File: src/common/spc_pkg.sv
// Behaviour
// [RULE1] the flash error flag is set when a flash error shows after power-up and before any play.
// [RULE2] with the flash error flag set before playback the host resets the chip or powers it down.
// [RULE3] a stopped resonator clock is detected and operation goes on from the RC oscillator.
// [RULE4] a read-error command taken during the switchover keeps busy low until it completes.
// [RULE5] the host waits for busy to return high before reading the read-error answer.
// [RULE6] after seeing the oscillator failure flag the host stops playback.
// [RULE7] read data is refreshed only by the read-status, read-error and read-version commands.
// [RULE8] the host pulses reset low once after power-on before its first command.
// [RULE9] the host issues power-down before switching any supply off.
// [RULE10] the analog volume setting reaches the speaker gain only with the Class AB amplifier.
// [RULE11] with the Class D amplifier the gain is fixed at +0.0dB whatever the volume setting.
// [RULE12] for gapless playback the host sends the next play within the limit after ready rises.
// [RULE13] that limit time is 10 ms.
// [RULE14] for non-gapless playback the host confirms the phrase ended before the next play.
// [RULE15] each channel has a next-phrase-ready signal, high when it can take its next phrase; the code keeps it low while the channel is idle.
package spc_pkg;
	// ------------------------------------------------------------
	// register map
	// ------------------------------------------------------------
	localparam logic [7:0] CMD_OFFSET       = 8'h00;
	localparam logic [7:0] READ_DATA_OFFSET = 8'h04;
	localparam logic [7:0] STATUS_OFFSET    = 8'h08;
	localparam logic [7:0] IRQ_STAT_OFFSET  = 8'h0c;
	localparam logic [7:0] IRQ_MASK_OFFSET  = 8'h10;
	localparam logic [7:0] GAIN_OFFSET      = 8'h14;

	// ------------------------------------------------------------
	// commands: opcode in bits 7:0, argument in bits 11:8
	// ------------------------------------------------------------
	localparam logic [7:0] OP_POWER_UP     = 8'h01;
	localparam logic [7:0] OP_POWER_DOWN   = 8'h02;
	localparam logic [7:0] OP_READ_STATUS  = 8'h03;
	localparam logic [7:0] OP_READ_ERROR   = 8'h04;
	localparam logic [7:0] OP_READ_VERSION = 8'h05;
	localparam logic [7:0] OP_ANALOG_VOL   = 8'h06;
	localparam logic [7:0] OP_PLAY         = 8'h07;
	localparam logic [7:0] OP_STOP         = 8'h08;
	localparam logic [7:0] OP_AMP_SELECT   = 8'h09;
	localparam int         ARG_LSB         = 8;

	localparam int         CHANNELS        = 4;
	localparam logic [3:0] GAIN_0DB        = 4'hc;
	localparam logic [3:0] VOL_RESET       = 4'h0;

	// irq bits
	localparam int IRQ_FLASH = 0;
	localparam int IRQ_OSC   = 1;
	localparam int IRQ_READY = 2;

	// ------------------------------------------------------------
	// timing
	// ------------------------------------------------------------
	localparam int CLK_MHZ        = 100;
	localparam int SWITCH_TIME_US = 500;
	localparam int SWITCH_CYC     = SWITCH_TIME_US * CLK_MHZ;
	localparam int STOP_TIME_NS   = 1000;
	localparam int STOP_CYC       = (STOP_TIME_NS * CLK_MHZ + 999) / 1000;

	typedef enum logic [1:0] {
		OSC_XTAL   = 2'b00,
		OSC_SWITCH = 2'b01,
		OSC_RC     = 2'b11
	} spc_osc_type;

	typedef struct packed {
		logic        psel;
		logic        penable;
		logic        pwrite;
		logic [7:0]  paddr;
		logic [31:0] pwdata;
	} spc_apb_req_type;

	typedef struct packed {
		logic        pready;
		logic        pslverr;
		logic [31:0] prdata;
	} spc_apb_rsp_type;
endpackage : spc_pkg

File: src/design/spc_sequencer.sv
// Added by the designer: the APB interface to the registers and the register offsets.
`timescale 1ns/1ns
module spc_sequencer #(
	parameter int         SWITCH_CYCLES = spc_pkg::SWITCH_CYC,
	parameter logic [7:0] VERSION_CODE  = 8'h5a // arbitrary
) (
	input  wire logic                              clk_in,
	input  wire logic                              reset_in,
	input  wire spc_pkg::spc_apb_req_type          apb_in,
	output spc_pkg::spc_apb_rsp_type               apb_out,
	input  wire logic                              xtal_clk_in,
	input  wire logic                              flash_err_in,
	input  wire logic [spc_pkg::CHANNELS-1:0]      chan_done_in,
	output logic [spc_pkg::CHANNELS-1:0]           next_phrase_ready_out,
	output logic [spc_pkg::CHANNELS-1:0]           play_start_out,
	output logic                                   cmd_busy_n_out,
	output logic                                   rc_mode_out,
	output logic [3:0]                             gain_out,
	output logic                                   irq_out
);
	import spc_pkg::*;

	// the switchover counter is only 24 bits wide
	if (SWITCH_CYCLES < 1 || SWITCH_CYCLES > 32'h00ffffff) begin : g_bad_switch
		$error("switch cycles out of range");
	end

	// ------------------------------------------------------------
	// state
	// ------------------------------------------------------------
	logic [2:0]          xtal_sync, next_xtal_sync;
	logic [7:0]          stop_count, next_stop_count;
	logic [23:0]         switch_count, next_switch_count;
	spc_osc_type         osc_state, next_osc_state;
	logic                osc_fail_flag, next_osc_fail_flag;
	logic                flash_error_flag, next_flash_error_flag;
	logic                powered, next_powered;
	logic                played, next_played;
	logic                err_read_wait, next_err_read_wait;
	logic [31:0]         read_data, next_read_data;
	logic                amp_class_d, next_amp_class_d;
	logic [3:0]          volume, next_volume;
	logic [CHANNELS-1:0] active, next_active;
	logic [CHANNELS-1:0] pending, next_pending;
	logic [2:0]          irq_stat, next_irq_stat;
	logic [2:0]          irq_mask, next_irq_mask;
	spc_apb_rsp_type     next_apb;
	logic [CHANNELS-1:0] next_ready, next_start;
	logic                next_busy_n, next_irq;
	logic [3:0]          next_gain;

	logic                wr, cmd_wr, refresh;
	logic [7:0]          opcode;
	logic [3:0]          arg;
	logic [2:0]          events;

	function automatic logic [31:0] error_word(input logic osc, input logic flash);
		error_word = {30'h0, osc, flash};
	endfunction : error_word

	assign wr     = apb_in.psel && apb_in.penable && apb_out.pready && apb_in.pwrite;
	assign cmd_wr = wr && apb_in.paddr == CMD_OFFSET;
	assign opcode = apb_in.pwdata[7:0];
	assign arg    = apb_in.pwdata[ARG_LSB+3:ARG_LSB];

	// ------------------------------------------------------------
	// resonator watch and RC switchover
	// ------------------------------------------------------------
	always_comb begin
		next_xtal_sync    = {xtal_sync[1:0], xtal_clk_in};
		next_stop_count   = stop_count;
		next_switch_count = switch_count;
		next_osc_state    = osc_state;
		case (osc_state)
			OSC_XTAL: begin
				// any edge of the synchronised clock restarts the watch
				if (xtal_sync[2] != xtal_sync[1])
					next_stop_count = 8'h00;
				else if (stop_count >= 8'(STOP_CYC - 1)) begin
					next_osc_state    = OSC_SWITCH; // RULE3
					next_switch_count = 24'h000000;
				end else
					next_stop_count = stop_count + 8'h01;
			end
			OSC_SWITCH: begin
				if (switch_count >= 24'(SWITCH_CYCLES - 1))
					next_osc_state = OSC_RC; // RULE3
				else
					next_switch_count = switch_count + 24'h000001;
			end
			default: next_osc_state = OSC_RC; // no way back short of reset
		endcase
	end

	// ------------------------------------------------------------
	// command interpreter
	// ------------------------------------------------------------
	always_comb begin
		next_flash_error_flag = flash_error_flag;
		next_osc_fail_flag    = osc_fail_flag || next_osc_state == OSC_SWITCH;
		next_powered          = powered;
		next_played           = played;
		next_err_read_wait    = err_read_wait;
		next_read_data        = read_data;
		next_amp_class_d      = amp_class_d;
		next_volume           = volume;
		next_active           = active;
		next_pending          = pending;
		next_start            = '0;
		refresh               = 1'b0;
		// a phrase ending either chains the pending one or idles the channel
		for (int c = 0; c < CHANNELS; c++) begin
			if (chan_done_in[c] && active[c]) begin
				next_active[c]  = pending[c];
				next_pending[c] = 1'b0;
				next_start[c]   = pending[c];
			end
		end
		if (powered && !played && flash_err_in)
			next_flash_error_flag = 1'b1; // RULE1
		if (cmd_wr) begin
			case (opcode)
				OP_POWER_UP: begin
					next_powered = 1'b1;
					next_played  = 1'b0;
				end
				OP_POWER_DOWN: begin
					next_powered          = 1'b0;
					next_played           = 1'b0;
					next_flash_error_flag = 1'b0;
					next_active           = '0;
					next_pending          = '0;
				end
				OP_READ_STATUS: begin
					next_read_data = {24'h0, pending, active};
					refresh        = 1'b1; // RULE7
				end
				OP_READ_ERROR: begin
					// the answer waits for the clock source to settle
					if (osc_state == OSC_SWITCH)
						next_err_read_wait = 1'b1; // RULE4
					else begin
						next_read_data = error_word(next_osc_fail_flag, next_flash_error_flag);
						refresh        = 1'b1; // RULE7
					end
				end
				OP_READ_VERSION: begin
					next_read_data = {24'h0, VERSION_CODE};
					refresh        = 1'b1; // RULE7
				end
				OP_ANALOG_VOL: next_volume = arg;
				OP_AMP_SELECT: next_amp_class_d = arg[0];
				OP_PLAY: begin
					if (powered) begin
						next_played = 1'b1;
						// a phrase chained in this cycle still queues the new one
						if (next_active[arg[1:0]])
							next_pending[arg[1:0]] = 1'b1;
						else begin
							next_active[arg[1:0]] = 1'b1;
							next_start[arg[1:0]]  = 1'b1;
						end
					end
				end
				OP_STOP: begin
					next_active[arg[1:0]]  = 1'b0;
					next_pending[arg[1:0]] = 1'b0;
					next_start[arg[1:0]]   = 1'b0;
				end
				default: ;
			endcase
		end
		if (err_read_wait && osc_state == OSC_RC) begin
			next_err_read_wait = 1'b0;
			next_read_data     = error_word(osc_fail_flag, flash_error_flag);
			refresh            = 1'b1; // RULE7
		end
		next_busy_n = !next_err_read_wait; // RULE4
		next_ready  = next_active & ~next_pending; // RULE15
		// class D runs at fixed unity gain
		next_gain   = next_amp_class_d ? GAIN_0DB : next_volume; // RULE10 RULE11
	end

	// ------------------------------------------------------------
	// apb slave and interrupts
	// ------------------------------------------------------------
	always_comb begin
		events        = {|(next_ready & ~next_phrase_ready_out),
			next_osc_fail_flag && !osc_fail_flag,
			next_flash_error_flag && !flash_error_flag};
		next_irq_stat = irq_stat;
		next_irq_mask = irq_mask;
		next_apb      = '0;
		if (wr && apb_in.paddr == IRQ_STAT_OFFSET)
			next_irq_stat = irq_stat & ~apb_in.pwdata[2:0];
		if (wr && apb_in.paddr == IRQ_MASK_OFFSET)
			next_irq_mask = apb_in.pwdata[2:0];
		// set wins over a clear in the same cycle
		next_irq_stat = next_irq_stat | events;
		next_irq      = |(next_irq_stat & next_irq_mask);
		// answer lands in the first cycle of the access phase
		if (apb_in.psel && !apb_in.penable) begin
			next_apb.pready = 1'b1;
			if (apb_in.paddr == CMD_OFFSET)
				next_apb.prdata = 32'h0;
			else if (apb_in.paddr == READ_DATA_OFFSET)
				next_apb.prdata = read_data;
			else if (apb_in.paddr == STATUS_OFFSET)
				next_apb.prdata = {25'h0, amp_class_d, powered, osc_state == OSC_RC,
					!err_read_wait, osc_fail_flag, flash_error_flag, played};
			else if (apb_in.paddr == IRQ_STAT_OFFSET)
				next_apb.prdata = {29'h0, irq_stat};
			else if (apb_in.paddr == IRQ_MASK_OFFSET)
				next_apb.prdata = {29'h0, irq_mask};
			else if (apb_in.paddr == GAIN_OFFSET)
				next_apb.prdata = {24'h0, volume, gain_out};
			else
				next_apb.pslverr = 1'b1;
		end
	end

	always_ff @(posedge clk_in or posedge reset_in) begin
		if (reset_in) begin
			xtal_sync             <= 3'h0;
			stop_count            <= 8'h00;
			switch_count          <= 24'h000000;
			osc_state             <= OSC_XTAL;
			osc_fail_flag         <= 1'b0;
			flash_error_flag      <= 1'b0;
			powered               <= 1'b0;
			played                <= 1'b0;
			err_read_wait         <= 1'b0;
			read_data             <= 32'h0;
			amp_class_d           <= 1'b0;
			volume                <= VOL_RESET;
			active                <= '0;
			pending               <= '0;
			irq_stat              <= 3'h0;
			irq_mask              <= 3'h0;
			apb_out               <= '0;
			next_phrase_ready_out <= '0;
			play_start_out        <= '0;
			cmd_busy_n_out        <= 1'b1;
			rc_mode_out           <= 1'b0;
			gain_out              <= VOL_RESET;
			irq_out               <= 1'b0;
		end else begin
			xtal_sync             <= next_xtal_sync;
			stop_count            <= next_stop_count;
			switch_count          <= next_switch_count;
			osc_state             <= next_osc_state;
			osc_fail_flag         <= next_osc_fail_flag;
			flash_error_flag      <= next_flash_error_flag;
			powered               <= next_powered;
			played                <= next_played;
			err_read_wait         <= next_err_read_wait;
			read_data             <= next_read_data;
			amp_class_d           <= next_amp_class_d;
			volume                <= next_volume;
			active                <= next_active;
			pending               <= next_pending;
			irq_stat              <= next_irq_stat;
			irq_mask              <= next_irq_mask;
			apb_out               <= next_apb;
			next_phrase_ready_out <= next_ready;
			play_start_out        <= next_start;
			cmd_busy_n_out        <= next_busy_n;
			rc_mode_out           <= next_osc_state == OSC_RC;
			gain_out              <= next_gain;
			irq_out               <= next_irq;
		end
	end
endmodule : spc_sequencer

File: config.mk
export PLATFORM = sky130hd
export DESIGN_NAME = spc_sequencer
export DESIGN_NICKNAME = d
export VERILOG_FILES = /design/src/common/spc_pkg.sv /design/src/design/spc_sequencer.sv
export SDC_FILE = /design/constraint.sdc
export NUM_CORES = 1
export LEC_CHECK = 0
export BUFFER_PORTS_ARGS = -buffer_cell sky130_fd_sc_hd__buf_2
export CORE_MARGIN = 2
export CORE_UTILIZATION = 30
export DETAILED_ROUTE_END_ITERATION = 12
export MAX_ROUTING_LAYER = met4
export PLACE_DENSITY_LB_ADDON = 0.15
export SKIP_CTS_REPAIR_TIMING = 1
export SLEW_MARGIN = 20
export SYNTH_ARGS = -nofsm -noshare
export SYNTH_HDL_FRONTEND = slang
export SYNTH_SLANG_ARGS = --single-unit
File: constraint.sdc
create_clock -name clk_in -period 6.1 [get_ports clk_in]
set_input_delay 0.61 -clock clk_in [delete_from_list [all_inputs] [get_ports clk_in]]
set_output_delay 0.61 -clock clk_in [all_outputs]
set_load 0.05 [all_outputs]
==> flow_summary.yaml <==
power:
  ir_drop_v: 0.000134
  p_leak_uw: 0.00253
  power.density_nw_per_um2: 244
yosys:
  synth_edf_count: 0
  synth_warnings: 0
  synth_commonest_cells: "93 x dfrtp_1, 44 x nand2_1, 39 x nor2_1"
  synth_cells: 483
  synth.top_cell.area_share_pct: 49.3
  yosys.area.top_type: "dfrtp_1"
  synth_area_um2: 4720
  ys_seq_area_share_pct: 49.9
  async_flop_share_pct: 100
  synth_area_leaders: "dfrtp_1 49%, buf_4 3.8%, nand2_1 3.5%"
  postSynthAreaPerCell_um2: 9.76
  ys_types: 66
  synth_ff_type: "dfrtp_1"
  synth.most_common_cell: "dfrtp_1"
  synth-seq-cells: 94
clocking:
  cts_tree: "yes"
  clockBufferDepth: 2
  root_buffer: "clkbuf_16"
  numCtsBuffers: 9
  clk_latency_ps: 360
  cts.clk_slew.worst_paths_ps: 70
  cts.sinks: 94
  htree_num_levels: 3
global_routing:
  grt_usage_pct: 14.8
  grt_pass1_vias: 3613
  grt_first_pass_wirelength_mm: 18.6
  gr-total-overflow: 0
  grt_max_degree: 65
  grt_antenna_before_repair: 0
placement:
  dp_hpwl_mm: 8.23
  io_buffer_count: 55
  gp_congestion: 0.800
  place_ws_ps: 2770
status:
  status: "finished, final reports clean"
final_layout:
  antenna_cells: 0
  fill_cells: 1573
  fin_nets: 585
  drive_gt1_share_pct: 18.4
  syn_to_final_growth_pct: 14.8
setup_path:
  timing.rr.start: "stop_count[0]"
  cp-end-kind: "flop"
  critPathMaxFanout: 7
  startpoint_type: "primary input"
  cp_slowest_cell: "or4b_4"
  worstPathCellList: "buf_2 > nor4_4 > nand3_1 > or2_2 > o21ai_0 > o2111ai_1 > or4b_4 > a221o_1"
  rr_worst_depth: 8
  cp.buffers_inverters: 1
  timing.rr.end: "irq_out"
  regToRegSetupSlack_ps: 3200
  worstPathRequired_ps: 6330
  critPathKind: "in -> reg"
  arrival_ps: 3150
  critPathMaxStageDelay_ps: 600
  crit_family: "simple AND/OR/NAND/NOR gates"
detailed_routing:
  wl_mm: 11.2
  via_per_inst: 4.85
  drc: 0
  drt.antenna.violating_nets: 0
  wire_per_inst_um: 15.0
  first_pass_iters: 4
  vias: 3626
  drt-initial-drc-count: 173
die:
  die_w_um: 129
  die_area_um2: 16700
  start_util_pct: 30.9
  die_y_um: 129
  ioPinCount: 100
  num_rows: 45
  core_area_um2: 15300
timing:
  skew_ps: 9.00
  setup_violations: 0
  fin_crit_sh_pct: 47.9
  setup_ws_ps: 3180
  fmax_mhz: 343
  tns_ps: 0
  maxSlewViolCount: 0
  rsz0062_at_grt: "false"
  hold_violations: 0
  min_period_ps: 2920
  relSlewSlack_pct: 45.7
  worst_pin_slew_ps: 815
min_path:
  hold_class: "in -> async"
flow_run:
  max_cap_violations: 0
layout by cell type, fill, tap and decap left out, drive strengths merged, types with 5 or more instances in the layout:
cell type and n:
dfrtp 93, buf 56, nand2 44, nor2 39, o21ai 31, conb 24
nand3 24, a21oi 23, nand4 14, inv 14, and2 12, nand2b 12
nor3 12, and3 10, xor2 10, clkbuf 10, nor2b 9, xnor2 8
o31ai 8, or3 6, nor4 6, a22oi 5
state kept, by name (all words and copies together) (netlist names), 2 cells and up:
signal and flops:
volume 4, read_data 8, apb_out 10, switch_count 24
active 4, osc_state 2, irq_stat 3, irq_mask 3
stop_count 8, pending 4, play_start_out 4, next_phrase_ready_out 4
gain_out 4, xtal_sync 3
through the flow:
step	cell area [um^2]	total power [uW]	hold WS, ps	utilization [%]	std cells
2_1_floorplan	4800	731	331	-	506
3_3_place_gp	5100	745	344	33.5	732
3_5_place_dp	5100	746	336	33.5	732
4_1_cts	5420	1340	261	35.5	748
5_1_grt	5420	1370	267	35.5	748
6_report	5420	1320	251	35.5	748
report_power, final:
group | total, uW | switching, uW | internal (uW) | leakage [uW]
registers | 635 | 4.90 | 630 | 0.00127
clock network | 588 | 256 | 331 | 0.000145
logic | 97.9 | 77.9 | 20.0 | 0.00111
worst register-to-register path, delay by kind of cell, from the launching register on:
family / cells / cell delay [ps]
AND/OR/NAND/NOR: 3 / 940
AO/OA/AOI/OAI: 4 / 1210
flip-flops: 1 / 400
adder cells (fa/ha/maj): 1 / 240
metal layers:
layer  vias up  part of all wire (%)  track usage, %
met2        59                    50            24.1
li1       1768                     -               -
met1      1785                    45            18.0
met4         0                   1.5            4.99
met3        14                   3.3            3.59
met5         -                     0               -
cell families after synthesis:
logic type / after synthesis / synth area share (%)
simple gates: 206 / 24.3
compound gates: 99 / 13.7
flops: 94 / 49.9
buf+inv: 55 / 6.34
xor+xnor: 18 / 3.34
mux: 8 / 1.80
fa+ha+maj: 2 / 0.531
other cells: 1 / 0.0795
worst max path at each step:
stage / startpoint / end / slack, ps / depth (start not counted)
floorplan: reset_in / active[0] / 3040 / 1
global placement: apb_in[36] / irq_out / 2820 / 8
detailed placement: apb_in[36] / irq_out / 2770 / 8
CTS: apb_in[36] / irq_out / 3140 / 8
global route: stop_count[0] / irq_out / 2980 / 8
finish: apb_in[36] / irq_out / 3180 / 8
layout make-up:
class	count	area, um^2	share of cell area, %
inverters	14	55.1	1.02
well taps	211	264	4.88
repair buffers	56	283	5.22
clock inverters	6	71.3	1.32
clock buffers	10	239	4.41
flip-flops and latches	94	2350	43.5
multi-input cells	357	2150	39.7
Power figures use the tool's default switching activity.
